File: src/design/tcucs_pkg.sv
// package: register map, field positions and reset values of the timer control block
`default_nettype none
package tcucs_pkg;
  localparam int ADDR_W = 12;
  // printed offsets are register indices; byte address is index times four
  localparam logic [7:0] IDX_SERIAL_BUFFER = 8'h99;
  localparam logic [7:0] IDX_BAUD_RELOAD = 8'h9A;
  localparam logic [7:0] IDX_SLAVE_ADDRESS = 8'hA9;
  localparam logic [7:0] IDX_SLAVE_ADDRESS_MASK = 8'hB9;
  localparam logic [7:0] IDX_SECOND_TIMER_CONTROL = 8'hC8;
  localparam logic [ADDR_W-1:0] ADR_SERIAL_BUFFER = {2'h0, IDX_SERIAL_BUFFER, 2'h0};
  localparam logic [ADDR_W-1:0] ADR_BAUD_RELOAD = {2'h0, IDX_BAUD_RELOAD, 2'h0};
  localparam logic [ADDR_W-1:0] ADR_SLAVE_ADDRESS = {2'h0, IDX_SLAVE_ADDRESS, 2'h0};
  localparam logic [ADDR_W-1:0] ADR_SLAVE_ADDRESS_MASK = {2'h0, IDX_SLAVE_ADDRESS_MASK, 2'h0};
  localparam logic [ADDR_W-1:0] ADR_SECOND_TIMER_CONTROL =
    {2'h0, IDX_SECOND_TIMER_CONTROL, 2'h0};
  // block-local registers
  localparam logic [ADDR_W-1:0] ADR_COUNT = 12'h000;
  localparam logic [ADDR_W-1:0] ADR_RELOAD_CAPTURE = 12'h004;
  localparam logic [ADDR_W-1:0] ADR_CONFIG = 12'h008;
  localparam logic [ADDR_W-1:0] ADR_IRQ_STATUS = 12'h00C;
  localparam logic [ADDR_W-1:0] ADR_IRQ_MASK = 12'h010;
  // control register fields
  localparam int CTL_OVERFLOW_FLAG = 7;
  localparam int CTL_EXTERNAL_EVENT_FLAG = 6;
  localparam int CTL_RX_CLOCK_SELECT = 5;
  localparam int CTL_TX_CLOCK_SELECT = 4;
  localparam int CTL_EXTERNAL_TRIGGER_ENABLE = 3;
  localparam int CTL_RUN_CONTROL = 2;
  localparam int CTL_COUNT_SOURCE_SELECT = 1;
  localparam int CTL_CAPTURE_RELOAD_SELECT = 0;
  // config register fields
  localparam int CFG_UP_DOWN_ENABLE = 0;
  localparam int CFG_SERIAL_MODE_LSB = 1;
  localparam int CFG_SERIAL_MODE_W = 2;
  // status and mask fields
  localparam int IRQ_W = 2;
  localparam int IRQ_OVERFLOW = 0;
  localparam int IRQ_EXTERNAL = 1;
  // reset values
  localparam logic [7:0] RST_SECOND_TIMER_CONTROL = 8'h00;
  localparam logic [7:0] RST_SERIAL_BUFFER = 8'h00;
  localparam logic [7:0] RST_BAUD_RELOAD = 8'h00;
  localparam logic [7:0] RST_SLAVE_ADDRESS = 8'h00;
  localparam logic [7:0] RST_SLAVE_ADDRESS_MASK = 8'h00;
  // serial port modes
  typedef enum logic [1:0] {
    SMODE_SHIFT = 2'h0,
    SMODE_UART8_VAR = 2'h1,
    SMODE_UART9_FIX = 2'h2,
    SMODE_UART9_VAR = 2'h3
  } tcucs_smode_t;
endpackage
`default_nettype wire

File: src/design/tcucs_clk_if.sv
// interface: overflow sources and serial clock picks between control and mux
`default_nettype none
interface tcucs_clk_if;
  logic other_ovf;
  logic this_ovf;
  logic rx_sel;
  logic tx_sel;
  logic [1:0] smode;
  logic rx_tick;
  logic tx_tick;
  modport ctrl (output other_ovf, output this_ovf, output rx_sel, output tx_sel,
    output smode, input rx_tick, input tx_tick);
  modport mux (input other_ovf, input this_ovf, input rx_sel, input tx_sel,
    input smode, output rx_tick, output tx_tick);
endinterface
`default_nettype wire

File: src/design/tcucs_fall_sync.sv
// module: two-stage pin synchroniser with falling edge pulse
`default_nettype none
module tcucs_fall_sync (
  // clock and reset
  input wire logic clk,
  input wire logic rst_n,
  input wire logic ce,
  // pin and edge
  input wire logic pin_in,
  output logic fall
);
  typedef struct packed {
    logic s1;
    logic s2;
    logic prev;
  } tcucs_sync_t;
  tcucs_sync_t r;
  tcucs_sync_t n;

  always_comb begin
    n = r;
    n.s1 = pin_in;
    n.s2 = r.s1;
    n.prev = r.s2;
    fall = r.prev & ~r.s2;
  end

  // pin idles high
  always_ff @(posedge clk or negedge rst_n) begin
    if (!rst_n) begin
      r <= '1;
    end else if (ce) begin
      r <= n;
    end
  end
endmodule
`default_nettype wire

File: src/design/tcucs_uart_clk_mux.sv
// module: picks the overflow that clocks serial receive and transmit
`default_nettype none
module tcucs_uart_clk_mux (
  // selection link
  tcucs_clk_if.mux cif
);
  logic var_mode;

  always_comb begin
    var_mode = (cif.smode == tcucs_pkg::SMODE_UART8_VAR) ||
      (cif.smode == tcucs_pkg::SMODE_UART9_VAR);
    // only modes 1 and 3 take a timer clock
    cif.rx_tick = var_mode & (cif.rx_sel ? cif.this_ovf : cif.other_ovf); // RULE6
    cif.tx_tick = var_mode & (cif.tx_sel ? cif.this_ovf : cif.other_ovf); // RULE10
  end
endmodule
`default_nettype wire

File: src/design/tcucs_timer2_ctrl.sv
// module: second timer control, capture/reload and serial clock select, AHB-Lite slave
// Function
// RULE1: control bits ordered overflow down to capture/reload
// RULE2: overflow sets only without serial clocks; software clears
// RULE3: enabled trigger falling edge captures/reloads, sets flag
// RULE4: external flag requests timer interrupt
// RULE5: up/down enable blocks external flag interrupt
// RULE6: receive clock select picks this/other overflow
// RULE7: source select zero counts peripheral clock
// RULE8: source select one counts count-pin falls
// RULE9: software keeps source zero in clock-out mode
// RULE10: transmit clock select picks this/other overflow
// RULE11: capture/reload select ignored while serial clocking
//
// Decided for this implementation: the AHB-Lite interface to the registers.
`default_nettype none
module tcucs_timer2_ctrl #(
  parameter int CNT_W = 16
) (
  // clock and reset
  input wire logic hclk,
  input wire logic hresetn,
  input wire logic ce,
  // ahb-lite slave
  input wire logic hsel,
  input wire logic [31:0] haddr,
  input wire logic [1:0] htrans,
  input wire logic hwrite,
  input wire logic [2:0] hsize,
  input wire logic [31:0] hwdata,
  input wire logic hready,
  output logic hreadyout,
  output logic hresp,
  output logic [31:0] hrdata,
  // pins
  input wire logic external_trigger_pin,
  input wire logic external_count_input,
  // other timer
  input wire logic other_timer_overflow,
  // serial port clocks
  output logic rx_clock_tick,
  output logic tx_clock_tick,
  // timer events and interrupts
  output logic timer_overflow,
  output logic timer_irq_req,
  output logic irq
);
  typedef struct packed {
    logic [7:0] ctrl;
    logic [7:0] serial_buffer;
    logic [7:0] baud_reload;
    logic [7:0] slave_address;
    logic [7:0] slave_address_mask;
    logic [CNT_W-1:0] count;
    logic [CNT_W-1:0] rcap;
    logic up_down_enable;
    logic [1:0] smode;
    logic [tcucs_pkg::IRQ_W-1:0] ists;
    logic [tcucs_pkg::IRQ_W-1:0] imask;
    logic wr_pend;
    logic [tcucs_pkg::ADDR_W-1:0] wr_addr;
    logic [31:0] rdata;
    logic ready;
    logic resp;
    logic irq;
    logic tirq;
    logic rxt;
    logic txt;
    logic tovf;
  } tcucs_state_t;

  tcucs_state_t r;
  tcucs_state_t n;
  logic trig_fall;
  logic cnt_fall;
  logic tick;
  logic ovf;
  logic baud;
  logic trig;
  logic ovf_set;
  logic ap;
  logic hit;
  logic [31:0] rd_mux;

  if (CNT_W < 2 || CNT_W > 16) begin : g_bad_width
    $error("CNT_W must lie between 2 and 16");
  end

  tcucs_clk_if cif ();

  tcucs_fall_sync u_trig_sync (
    .clk(hclk),
    .rst_n(hresetn),
    .ce(ce),
    .pin_in(external_trigger_pin),
    .fall(trig_fall)
  );

  tcucs_fall_sync u_count_sync (
    .clk(hclk),
    .rst_n(hresetn),
    .ce(ce),
    .pin_in(external_count_input),
    .fall(cnt_fall)
  );

  tcucs_uart_clk_mux u_clk_mux (
    .cif(cif.mux)
  );

  assign cif.other_ovf = other_timer_overflow;
  assign cif.this_ovf = ovf;
  assign cif.rx_sel = r.ctrl[tcucs_pkg::CTL_RX_CLOCK_SELECT];
  assign cif.tx_sel = r.ctrl[tcucs_pkg::CTL_TX_CLOCK_SELECT];
  assign cif.smode = r.smode;

  // read mux in address phase
  always_comb begin
    rd_mux = 32'h00000000;
    case (haddr[tcucs_pkg::ADDR_W-1:0])
      tcucs_pkg::ADR_SECOND_TIMER_CONTROL: rd_mux[7:0] = r.ctrl; // RULE1
      tcucs_pkg::ADR_SERIAL_BUFFER: rd_mux[7:0] = r.serial_buffer;
      tcucs_pkg::ADR_BAUD_RELOAD: rd_mux[7:0] = r.baud_reload;
      tcucs_pkg::ADR_SLAVE_ADDRESS: rd_mux[7:0] = r.slave_address;
      tcucs_pkg::ADR_SLAVE_ADDRESS_MASK: rd_mux[7:0] = r.slave_address_mask;
      tcucs_pkg::ADR_COUNT: rd_mux[CNT_W-1:0] = r.count;
      tcucs_pkg::ADR_RELOAD_CAPTURE: rd_mux[CNT_W-1:0] = r.rcap;
      tcucs_pkg::ADR_CONFIG: rd_mux[2:0] = {r.smode, r.up_down_enable};
      tcucs_pkg::ADR_IRQ_STATUS: rd_mux[tcucs_pkg::IRQ_W-1:0] = r.ists;
      tcucs_pkg::ADR_IRQ_MASK: rd_mux[tcucs_pkg::IRQ_W-1:0] = r.imask;
      default: rd_mux = 32'h00000000;
    endcase
    if (!hit) begin
      rd_mux = 32'h00000000;
    end
  end

  always_comb begin
    n = r;
    hit = haddr[31:tcucs_pkg::ADDR_W] == '0;
    ap = hsel & htrans[1] & hready;
    baud = r.ctrl[tcucs_pkg::CTL_RX_CLOCK_SELECT] | r.ctrl[tcucs_pkg::CTL_TX_CLOCK_SELECT];
    // internal clock or synchronised pin falls
    tick = r.ctrl[tcucs_pkg::CTL_RUN_CONTROL] &
      (r.ctrl[tcucs_pkg::CTL_COUNT_SOURCE_SELECT] ? cnt_fall : 1'b1); // RULE7 RULE8
    ovf = tick && (r.count == '1);
    ovf_set = ovf & ~baud; // RULE2
    trig = r.ctrl[tcucs_pkg::CTL_EXTERNAL_TRIGGER_ENABLE] & trig_fall;
    // counting datapath
    if (tick) begin
      n.count = r.count + 1'b1; // RULE7 RULE8
    end
    if (ovf && (baud || !r.ctrl[tcucs_pkg::CTL_CAPTURE_RELOAD_SELECT])) begin
      n.count = r.rcap; // RULE11
    end
    if (trig) begin
      if (r.ctrl[tcucs_pkg::CTL_CAPTURE_RELOAD_SELECT] && !baud) begin
        n.rcap = r.count; // RULE3 RULE11
      end else begin
        n.count = r.rcap; // RULE3 RULE11
      end
    end
    // write data phase
    if (r.wr_pend) begin
      case (r.wr_addr)
        tcucs_pkg::ADR_SECOND_TIMER_CONTROL: n.ctrl = hwdata[7:0]; // RULE1
        tcucs_pkg::ADR_SERIAL_BUFFER: n.serial_buffer = hwdata[7:0];
        tcucs_pkg::ADR_BAUD_RELOAD: n.baud_reload = hwdata[7:0];
        tcucs_pkg::ADR_SLAVE_ADDRESS: n.slave_address = hwdata[7:0];
        tcucs_pkg::ADR_SLAVE_ADDRESS_MASK: n.slave_address_mask = hwdata[7:0];
        tcucs_pkg::ADR_COUNT: n.count = hwdata[CNT_W-1:0];
        tcucs_pkg::ADR_RELOAD_CAPTURE: n.rcap = hwdata[CNT_W-1:0];
        tcucs_pkg::ADR_CONFIG: begin
          n.up_down_enable = hwdata[tcucs_pkg::CFG_UP_DOWN_ENABLE];
          n.smode = hwdata[tcucs_pkg::CFG_SERIAL_MODE_LSB +: tcucs_pkg::CFG_SERIAL_MODE_W];
        end
        tcucs_pkg::ADR_IRQ_MASK: n.imask = hwdata[tcucs_pkg::IRQ_W-1:0];
        default: n.wr_addr = r.wr_addr;
      endcase
    end
    // hardware sets win over a software write in the same cycle
    if (ovf_set) begin
      n.ctrl[tcucs_pkg::CTL_OVERFLOW_FLAG] = 1'b1; // RULE2
    end
    if (trig) begin
      n.ctrl[tcucs_pkg::CTL_EXTERNAL_EVENT_FLAG] = 1'b1; // RULE3
    end
    // address phase
    n.wr_pend = ap & hwrite & hit;
    n.wr_addr = haddr[tcucs_pkg::ADDR_W-1:0];
    if (ap && !hwrite) begin
      n.rdata = rd_mux;
    end
    if (ap && !hwrite && hit && haddr[tcucs_pkg::ADDR_W-1:0] == tcucs_pkg::ADR_IRQ_STATUS) begin
      n.ists = '0;
    end
    n.ists[tcucs_pkg::IRQ_OVERFLOW] = n.ists[tcucs_pkg::IRQ_OVERFLOW] | ovf_set;
    n.ists[tcucs_pkg::IRQ_EXTERNAL] = n.ists[tcucs_pkg::IRQ_EXTERNAL] | trig;
    n.ready = 1'b1;
    n.resp = 1'b0;
    n.irq = |(n.ists & n.imask);
    n.tirq = n.ctrl[tcucs_pkg::CTL_OVERFLOW_FLAG] |
      (n.ctrl[tcucs_pkg::CTL_EXTERNAL_EVENT_FLAG] & ~n.up_down_enable); // RULE4 RULE5
    n.rxt = cif.rx_tick; // RULE6
    n.txt = cif.tx_tick; // RULE10
    n.tovf = ovf;
  end

  always_ff @(posedge hclk or negedge hresetn) begin
    if (!hresetn) begin
      r <= '0;
      r.ctrl <= tcucs_pkg::RST_SECOND_TIMER_CONTROL;
      r.serial_buffer <= tcucs_pkg::RST_SERIAL_BUFFER;
      r.baud_reload <= tcucs_pkg::RST_BAUD_RELOAD;
      r.slave_address <= tcucs_pkg::RST_SLAVE_ADDRESS;
      r.slave_address_mask <= tcucs_pkg::RST_SLAVE_ADDRESS_MASK;
      r.ready <= 1'b1;
    end else if (ce) begin
      r <= n;
    end
  end

  assign hreadyout = r.ready;
  assign hresp = r.resp;
  assign hrdata = r.rdata;
  assign rx_clock_tick = r.rxt;
  assign tx_clock_tick = r.txt;
  assign timer_overflow = r.tovf;
  assign timer_irq_req = r.tirq;
  assign irq = r.irq;

  logic ctl_wr;
  assign ctl_wr = r.wr_pend && (r.wr_addr == tcucs_pkg::ADR_SECOND_TIMER_CONTROL);
endmodule
`default_nettype wire

File: config.mk
export PLATFORM = sky130hd
export DESIGN_NAME = tcucs_timer2_ctrl
export DESIGN_NICKNAME = d
export VERILOG_FILES = /design/src/design/tcucs_pkg.sv /design/src/design/tcucs_clk_if.sv /design/src/design/tcucs_fall_sync.sv /design/src/design/tcucs_uart_clk_mux.sv /design/src/design/tcucs_timer2_ctrl.sv
export SDC_FILE = /design/constraint.sdc
export NUM_CORES = 1
export LEC_CHECK = 0
export BUFFER_PORTS_ARGS = -buffer_cell sky130_fd_sc_hd__buf_2
export CAP_MARGIN = 20
export CORE_MARGIN = 3
export CORE_UTILIZATION = 60
export CTS_BUF_LIST = sky130_fd_sc_hd__clkbuf_16
export CTS_CLUSTER_SIZE = 16
export DETAILED_ROUTE_END_ITERATION = 12
export PLACE_DENSITY = 0.85
export RECOVER_POWER = 25
export SLEW_MARGIN = 20
export SYNTH_ARGS = -nofsm -noshare
export SYNTH_HDL_FRONTEND = slang
export SYNTH_HIERARCHICAL = 1
export SYNTH_SLANG_ARGS = --single-unit
File: constraint.sdc
create_clock -name hclk -period 5.8 [get_ports hclk]
set_input_delay 0.29 -clock hclk [delete_from_list [all_inputs] [get_ports hclk]]
set_output_delay 0.29 -clock hclk [all_outputs]
set_load 0.05 [all_outputs]
==> reports/qor.yml, run 1 <==
die:
  die_width_um: 111
  dieArea_um2: 12300
  core.rowCount: 37
  initial_core_util: 0.629
  core-area_um2: 10500
  io_pins: 117
  die_h_um: 111
logic_synthesis:
  synth_edf_count: 0
  synth_ff_type: "dfrtp_1"
  ys_types: 70
  synth_area_um2: 6610
  ys_seq_elements: 119
  synth_seq_area_share: 0.452
  yosysWarningCount: 6
  async_flop_share: 1.00
  synthCells: 634
  synth_area_per_cell_um2: 10.4
power_and_ir_drop:
  power.leakage_nw: 3.32
  power_density_nw_per_um2: 280
  ir_worst_vdd_v: 0.000285
  finalPower_mw: 2.08
critical_path:
  endpoint_kind: "async pin"
  worstPathRequired_ns: 6.22
  r2r-start: "u_count_sync/r[0]"
  critical_path_arrival_ns: 3.65
  worstSetupPathType: "input port to async pin"
  rrSetupSlack_ns: 3.02
  crit_fanout: 72
  timing.rr.end: "rx_clock_tick"
  r2r_cells: 8
  crit_path_start_kind: "input port"
finish:
  layout_common_cells: "dfrtp_1, buf_2, mux2_2"
  layout_commonest_cell: "dfrtp_1"
  drive_gt1_frac: 0.283
  layout.nets: 762
  areaGrowthSynthToFinish_pct: 12.1
  antenna_cells: 0
  fin_area_um2: 7410
  utilization: 0.705
min_path:
  hold_depth: 2
  min_from: "external_trigger_pin"
  hold_class: "input port to register"
  hold_end: "u_trig_sync/n[1]"
clock_tree:
  clock_tree.buffer_depth: 2
  clkLatencyLatePin_ns: 0.42
  cts_tree: "yes"
  cts.sinks: 119
  cts_max_level: 4
  numCtsBuffers: 17
  clkTransAtPathRegs_ns: 0.05
  cts_root_buf: "clkbuf_16"
  post-cts-setup-buffers: 0
timing:
  tns_ns: 0
  max-slew-margin-rel: -0.735
  finClkSkew_ns: 0.0103
  hold_viol: 0
  fmax_mhz: 309
  maxSlewViolCount: 49
  holdWs_ns: 0.100
  post-route-period-util: 0.558
  rsz0062_at_grt: "no"
  worstMarginPinSlew_ns: 2.60
  fin_crit_ns: 3.24
  setup_viol: 0
grt:
  track_usage: 0.290
  grt_start_max_net_pins: 73
  grt_pass1_vias: 5570
  gr-total-overflow: 0
  antenna_found_initial: 0
  grt_pass1_wl_um: 28300
place:
  dp_hpwl_um: 12000
  placed_area_um2: 6850
  place.gp.congestion: 0.912
  io_buffer_count: 78
routing:
  routedWlPerCell_um: 21.2
  drc_errors: 0
  num_vias: 5559
  dr.first_iter.drc_count: 914
  drt_pre_antenna_iters: 5
  ant_nets: 0
  via_per_inst: 6.68
  wl_um: 17600
job:
  drv_cap: 1
status:
  violations: "capacitance limit, slew limit"
  status: "finished with violations"
registers in the layout, indices dropped and copies added (netlist names):
signal	flops
u_trig_sync/r	1
timer_overflow	1
u_count_sync/n	2
r	88
hrdata	16
tx_clock_tick	1
timer_irq_req	1
u_count_sync/r	1
irq	1
cif.rx_sel	1
rx_clock_tick	1
cif.smode	2
u_trig_sync/n	2
cif.tx_sel	1
stage by stage:
step	setup WS, ns	instances
after CTS	3.08	831
after floorplan	3.67	650
after detailed placement	2.75	798
after global routing	1.98	832
after global placement	2.85	798
final	2.56	832
metal layers:
layer  wire length (um)  up-vias  GRT usage
li1                   -     2430          -
met1               6710     2736      0.351
met2               8740      326      0.469
met3               1480       67     0.0824
met4                702        0      0.156
met5                  0        -          0
how the worst max path moves through the flow:
stage,start,end,slack [ns],cells past startpoint
2_1_floorplan,u_count_sync/r[0],rx_clock_tick,3.67,10
6_report,hresetn,irq,2.56,3
5_1_grt,hresetn,r[93],1.98,3
3_3_place_gp,ce,hrdata[5],2.85,7
3_5_place_dp,ce,hrdata[6],2.75,7
4_1_cts,u_count_sync/r[0],rx_clock_tick,3.08,8
critical path: stages:
cell	delay [ns]
dlygate4sd3_1	0.52
clkbuf_1	1.84
buf_4	0.96
cell families after synthesis:
logic type,count (synthesis),share of synthesized area
buf+inv,73,0.0646
compound gates,146,0.156
mux,84,0.143
xor+xnor,12,0.0159
other cells,2,0.00114
simple gates,197,0.166
flops,119,0.452
fa+ha+maj,1,0.00189
cells in the mapped netlist (9+ instances only):
master / number / area, um^2
nor2b_1: 9 / 56.3
nand2_1: 49 / 184
mux2i_1: 11 / 110
clkbuf_1: 22 / 82.6
o22ai_1: 18 / 113
nor3_1: 10 / 50.1
xor2_1: 10 / 87.6
a22o_1: 9 / 78.8
mux2_2: 62 / 698
o21ai_0: 24 / 120
and3_1: 11 / 68.8
nor2_1: 41 / 154
dfrtp_1: 113 / 2830
nand3_1: 24 / 120
nand4_1: 11 / 68.8
a22oi_1: 18 / 135
buf_4: 38 / 285
a21oi_1: 22 / 110
where the power goes:
group / switching (mW) / internal (mW) / total [mW]
clock: 0.366 / 0.615 / 0.981
sequential: 0.0418 / 0.869 / 0.911
combinational: 0.120 / 0.0633 / 0.184
repair_timing:
| action | CTS | global route |
|---|---|---|
| gates resized for setup | 0 | 0 |
| endpoints found under the hold margin | 47 | 0 |
| hold buffers | 1 | 0 |
cell type report:
class                      instances  area, um^2
multi-input combinational        458        3260
tap                              136         170
fill                             747        3100
timing repair buffer              84         437
sequential                       119        2990
inverter                           3        11.3
clock buffer                      17         425
clock inverter                    15         123
(Power assumes the default switching activity.)
==> inputs of run 2 (changes only) <==
--- a/config.mk
+++ b/config.mk
@@ -8,11 +8,11 @@
 export BUFFER_PORTS_ARGS = -buffer_cell sky130_fd_sc_hd__buf_2
 export CAP_MARGIN = 20
 export CORE_MARGIN = 3
-export CORE_UTILIZATION = 60
+export CORE_UTILIZATION = 51
 export CTS_BUF_LIST = sky130_fd_sc_hd__clkbuf_16
 export CTS_CLUSTER_SIZE = 16
 export DETAILED_ROUTE_END_ITERATION = 12
-export PLACE_DENSITY = 0.85
+export PLACE_DENSITY = 0.77
 export RECOVER_POWER = 25
 export SLEW_MARGIN = 20
 export SYNTH_ARGS = -nofsm -noshare
==> constraint.sdc (replaced) <==
create_clock -name hclk -period 2.9 [get_ports hclk]
set_input_delay 0.145 -clock hclk [delete_from_list [all_inputs] [get_ports hclk]]
set_output_delay 0.145 -clock hclk [all_outputs]
set_load 0.05 [all_outputs]
==> run 2 against run 1 <==
  * The flow still finishes with violations (capacitance limit, slew limit)
  * Wire length is essentially flat
  * Final cell count grew 5.9%
  * Hold slack lost 0.080 ns
  * Clock power grew 92%
  * Critical path depth grew 3
  * Critical endpoint is now r[72]
  * Critical path type is now register to register
  * Combinational power grew 110%
  * Largest cell class unchanged
  * Count of clock-buffer cells in the layout is the same
  * Core utilization shrank 8.8 points
  * Flip-flop and latch count is the same
==> reports/qor.yml, run 2 (synthesis gave the netlist of run 1 again) <==
status:
  status: "finished with violations"
  violations: "capacitance limit, slew limit"
finish:
  regMostFlops: "r"
  largest_reg_flops: 88  # unchanged
  fin_area_um2: 7590  # +2.4%
  layout_common_cells: "dfrtp_1, buf_2, mux2_2"
  layout_commonest_cell: "dfrtp_1"
  layout.nets: 779  # +2.2%
  areaGrowthSynthToFinish_pct: 14.8
  antenna_cells: 0  # unchanged
  utilization: 0.616  # -0.0885
  drive_gt1_frac: 0.290  # +0.00728
timing:
  max-slew-margin-rel: -0.282  # +0.453
  tns_ns: 0  # unchanged
  hold_viol: 0  # unchanged
  fmax_mhz: 381
  fin_crit_ns: 2.62
  setup_viol: 0  # unchanged
  post-route-period-util: 0.905
  holdWs_ns: 0.0208  # -0.0796 ns
  maxSlewViolCount: 34  # -31%
  worstMarginPinSlew_ns: 1.92  # -0.680 ns
  finClkSkew_ns: 0.00821  # -0.00213 ns
  rsz0062_at_grt: "no"
critical_path:
  worstSetupPathType: "register to register"
  worstPathRequired_ns: 3.22  # -3.00 ns
  timing.critical_path.cells: "or4_4 > nor3_4 > nand3_4 > a21oi_4 > nor2_1 > a21oi_1"
  endpoint_kind: "register"
  critical_path_arrival_ns: 2.95  # -0.70 ns
  cpPeakStageDelay_ns: 0.59  # -1.25 ns
  cpMaxStageDelayCell: "or4_4"
  crit_path_start_kind: "register"
  crit_fanout: 18  # -75%
die:
  core.rowCount: 40  # +8.1%
  die_h_um: 120  # +8.0%
  core-area_um2: 12300  # +17%
  die_width_um: 120  # +8.0%
  initial_core_util: 0.537  # -0.0921
  dieArea_um2: 14400  # +17%
  io_pins: 117  # unchanged
clock_tree:
  cts.sinks: 119  # unchanged
  clock_tree.buffer_depth: 2  # unchanged
  cts_root_buf: "clkbuf_16"
  cts_tree: "yes"
  post-cts-setup-buffers: 0  # unchanged
  clkTransAtPathRegs_ns: 0.05  # about the same
  cts_max_level: 4  # unchanged
  clkLatencyLatePin_ns: 0.42  # about the same
  numCtsBuffers: 17  # unchanged
routing:
  drc_errors: 0  # unchanged
  drt_pre_antenna_iters: 5  # unchanged
  via_per_inst: 6.22  # -6.8%
  dr.first_iter.drc_count: 519  # -43%
  ant_nets: 0  # unchanged
  wl_um: 17600  # about the same
  num_vias: 5484  # -1.3%
  routedWlPerCell_um: 20.0  # -5.5%
power_and_ir_drop:
  power_density_nw_per_um2: 538  # +92%
  power.leakage_nw: 3.40  # +2.4%
  ir_worst_vdd_v: 0.000395  # +38%
min_path:
  hold_class: "input port to register"
grt:
  track_usage: 0.251  # -0.0391
  grt_start_max_net_pins: 54  # -26%
  grt_pass1_vias: 5524  # -0.83%
  grt_pass1_wl_um: 28200  # about the same
  gr-total-overflow: 0  # unchanged
  antenna_found_initial: 0  # unchanged
job:
  drv_cap: 1  # unchanged
place:
  io_buffer_count: 78  # unchanged
  placed_area_um2: 6960  # +1.6%
  place.gp.congestion: 0.917  # +0.49%
  dp_hpwl_um: 12400  # +2.8%
-- run 2: worst paths after layout --
kind                            depth (start not counted)                 to  slack [ns]        from
max in group asynchronous                               3  u_count_sync/n[1]        0.76     hresetn
worst max-delay path                                    6              r[72]        0.28       r[46]
worst min register to register                          2         hrdata[11]        0.47  hrdata[11]
worst min-delay path                                    2              r[49]        0.02   haddr[10]
min in group asynchronous                               2              r[72]        0.81     hresetn
worst max register to register                          6              r[72]        0.28       r[46]
-- run 2: routing by layer --
layer  wire (um)  track usage
met3        1160       0.0561
met5           0            0
met4         585        0.111
met2        8820        0.425
met1        7070        0.306
-- run 2: what timing repair did --
action	in CTS	in global routing
hold buffers	11	0
endpoints found under the hold margin	42	0
resized for setup	0	0
-- run 2: area by class of cell --
type                       instances  area, um^2
fill                            1042        4720
multi-input combinational        458        3260
sequential                       119        2990
timing repair buffer             101         602
clock buffer                      17         425
tap                              168         210
clock inverter                    15        98.8
inverter                           3        11.3
-- run 2: through the flow --
step           cells  setup WS, ns  total power [mW]
2_1_floorplan    650         0.774              2.07
3_3_place_gp     838         0.505              2.19
3_5_place_dp     838         0.421              2.21
4_1_cts          881         0.324              4.10
5_1_grt          881         0.156              4.22
6_report         881         0.276              4.08
-- run 2: worst max-delay path, delay by kind of cell, from the launching register on --
kind	cells	cell delay, ns
flip-flops	1	0.42
AND/OR/NAND/NOR	4	1.29
AO/OA/AOI/OAI	2	0.80
-- run 2: power by group --
| group | total, mW | switching (mW) | internal, mW |
|---|---|---|---|
| registers | 1.82 | 0.0814 | 1.74 |
| logic | 0.380 | 0.241 | 0.139 |
| clock network | 1.88 | 0.736 | 1.14 |
==> inputs of run 3 (changes only) <==
--- a/config.mk
+++ b/config.mk
@@ -7,12 +7,14 @@
 export LEC_CHECK = 0
 export BUFFER_PORTS_ARGS = -buffer_cell sky130_fd_sc_hd__buf_2
 export CAP_MARGIN = 20
+export CELL_PAD_IN_SITES_DETAIL_PLACEMENT = 2
+export CELL_PAD_IN_SITES_GLOBAL_PLACEMENT = 2
 export CORE_MARGIN = 3
-export CORE_UTILIZATION = 51
+export CORE_UTILIZATION = 32
 export CTS_BUF_LIST = sky130_fd_sc_hd__clkbuf_16
 export CTS_CLUSTER_SIZE = 16
 export DETAILED_ROUTE_END_ITERATION = 12
-export PLACE_DENSITY = 0.77
+export PLACE_DENSITY_LB_ADDON = 0.1
 export RECOVER_POWER = 25
 export SLEW_MARGIN = 20
 export SYNTH_ARGS = -nofsm -noshare
==> run 3 against run 2 <==
  * The flow now finishes without violations
  * Critical endpoint is now r[87]
  * Non-clock buffer count is 9 higher
  * Wire length is 30% higher
  * Worst setup slack better by 0.045 ns
  * Final area is 3.1% higher
==> reports/qor.yml, run 3 (synthesis gave the netlist of run 1 again) <==
critical_path:
  critical_path_arrival_ns: 2.87  # -0.08 ns
  endpoint_kind: "register"
  crit_fanout: 21  # +3
  cp_common_cell: "and3_1"
  cpMaxStageDelayCell: "dfrtp_1"
  crit_path_start_kind: "register"
  cpPeakStageDelay_ns: 0.47  # -0.12 ns
  worstPathRequired_ns: 3.19  # -0.03 ns
  timing.critical_path.cells: "ha_1 > and3_1 > and3_1 > a31oi_2 > buf_4 > nor2_1 > o311a_1 > a311oi_1"
  worstSetupPathType: "register to register"
  rrSetupSlack_ns: 0.32  # +0.04 ns
clock_tree:
  clock_tree.buffer_depth: 2  # unchanged
  hold_buffers: 12  # +1
  cts_root_buf: "clkbuf_16"
  cts.sinks: 119  # unchanged
  numCtsBuffers: 17  # unchanged
  cts_max_level: 4  # unchanged
  cts_tree: "yes"
  clkTransAtPathRegs_ns: 0.06  # about the same
  clkLatencyLatePin_ns: 0.42  # about the same
  post_cts_resized: 0  # unchanged
  post-cts-setup-buffers: 0  # unchanged
timing:
  fmax_mhz: 388  # +1.7%
  worstMarginPinSlew_ns: 1.37  # -0.551 ns
  max-slew-margin-rel: 0.0849  # +0.367
  tns_ns: 0  # unchanged
  rsz0062_at_grt: "no"
  fin_crit_ns: 2.58  # -0.0445 ns
  setup_viol: 0  # unchanged
  post-route-period-util: 0.890  # -0.0154
  maxSlewViolCount: 0  # -100%
  finClkSkew_ns: 0.0122  # +0.00397 ns
  hold_viol: 0  # unchanged
finish:
  regMostFlops: "r"
  layout.nets: 788  # +1.2%
  fillers: 2131  # +100%
  drive_gt1_frac: 0.295  # +0.00469
  layout_commonest_cell: "dfrtp_1"
  areaGrowthSynthToFinish_pct: 18.4
  largest_reg_flops: 88  # unchanged
  fin_area_um2: 7830  # +3.1%
  antenna_cells: 0  # unchanged
  layout_common_cells: "dfrtp_1, buf_2, mux2_2"
grt:
  grt_start_max_net_pins: 59  # +9.3%
  antenna_found_initial: 0  # unchanged
  grt_pass1_vias: 6037  # +9.3%
  gr-total-overflow: 0  # unchanged
  grt_pass1_wl_um: 35900  # +27%
  track_usage: 0.212  # -0.0389
power_and_ir_drop:
  power.leakage_nw: 3.47  # +1.9%
  ir_worst_vdd_v: 0.000372  # -5.8%
  power_density_nw_per_um2: 551  # +2.5%
routing:
  ant_nets: 0  # unchanged
  wl_um: 22900  # +30%
  num_vias: 5437  # -0.86%
  drt_pre_antenna_iters: 4  # -1
  routedWlPerCell_um: 23.2  # +16%
  via_per_inst: 5.51  # -12%
  dr.first_iter.drc_count: 209  # -60%
  drc_errors: 0  # unchanged
die:
  initial_core_util: 0.333  # -0.204
  die_width_um: 150  # +25%
  die_h_um: 150  # +25%
  core.rowCount: 51  # +28%
  io_pins: 117  # unchanged
  core-area_um2: 19800  # +61%
  dieArea_um2: 22400  # +56%
min_path:
  hold_class: "input port to register"
place:
  place.gp.congestion: 0.781  # -15%
  dp_hpwl_um: 16800  # +36%
  io_buffer_count: 78  # unchanged
  placed_area_um2: 7140  # +2.6%
status:
  status: "completed"
job:
  drv_cap: 0  # -1
==> run 3: cell types whose count changed in the layout (fill, tap and decap cells not counted), sizes merged <==
| cell | change |
|---|---|
| clkinvlp | -1 |
| dlygate4sd3 | +1 |
| bufinv | +2 |
| buf | +7 |
| clkinv | -2 |
| clkbuf | +1 |
| inv | +1 |
==> run 3: layer usage <==
layer / vias to the layer above / GRT usage / routed length (um)
li1: 2475 / - / -
met1: 2816 / 0.259 / 9860
met2: 122 / 0.378 / 11900
met3: 24 / 0.0403 / 682
met4: 0 / 0.0636 / 451
met5: - / 0 / 0
==> run 3: final timing paths <==
kind,startpoint,depth (start not counted),to
max,r[75],8,r[87]
min,haddr[11],2,r[50]
max reg2reg,r[75],8,r[87]
min reg2reg,hrdata[9],2,hrdata[9]
max in group asynchronous,hresetn,3,r[73]
min in group asynchronous,hresetn,2,r[69]
==> run 3: worst max-delay path: cells and delay by family, from the launching register on <==
family,cells,cell delay [ns]
AOI/OAI and AO/OA,3,0.84
and+or+nand+nor,3,0.56
DFF,1,0.47
buffers and inverters,1,0.30
adders and majority gates,1,0.25
==> run 3: final cells by class <==
class / instances / area [um^2] / share of cell area
Timing Repair Buffer: 110 / 669 / 0.0855
Clock buffer: 17 / 425 / 0.0544
Multi-Input combinational cell: 458 / 3260 / 0.416
Sequential cell: 119 / 2990 / 0.381
Tap cell: 265 / 332 / 0.0424
Clock inverter: 15 / 148 / 0.0189
Inverter: 3 / 11.3 / 0.00144
==> run 3: power by group <==
part / leakage (nW) / internal [mW] / switching [mW]
sequential: 1.56 / 1.74 / 0.0852
combinational: 1.61 / 0.140 / 0.254
clock: 0.294 / 1.32 / 0.774
total: 3.47 / 3.20 / 1.11
==> run 3: through the flow <==
step / std cells / power (mW) / setup slack [ns] / util / hold slack [ns]
floorplan: 650 / 2.07 / 0.774 / - / -0.151
global placement: 943 / 2.22 / 0.548 / 0.360 / 0.233
detailed placement: 943 / 2.24 / 0.371 / 0.360 / 0.250
CTS: 987 / 4.38 / 0.341 / 0.395 / 0.000701
global route: 987 / 4.51 / 0.248 / 0.394 / 0.00640
finish: 987 / 4.31 / 0.320 / 0.394 / 0.0190
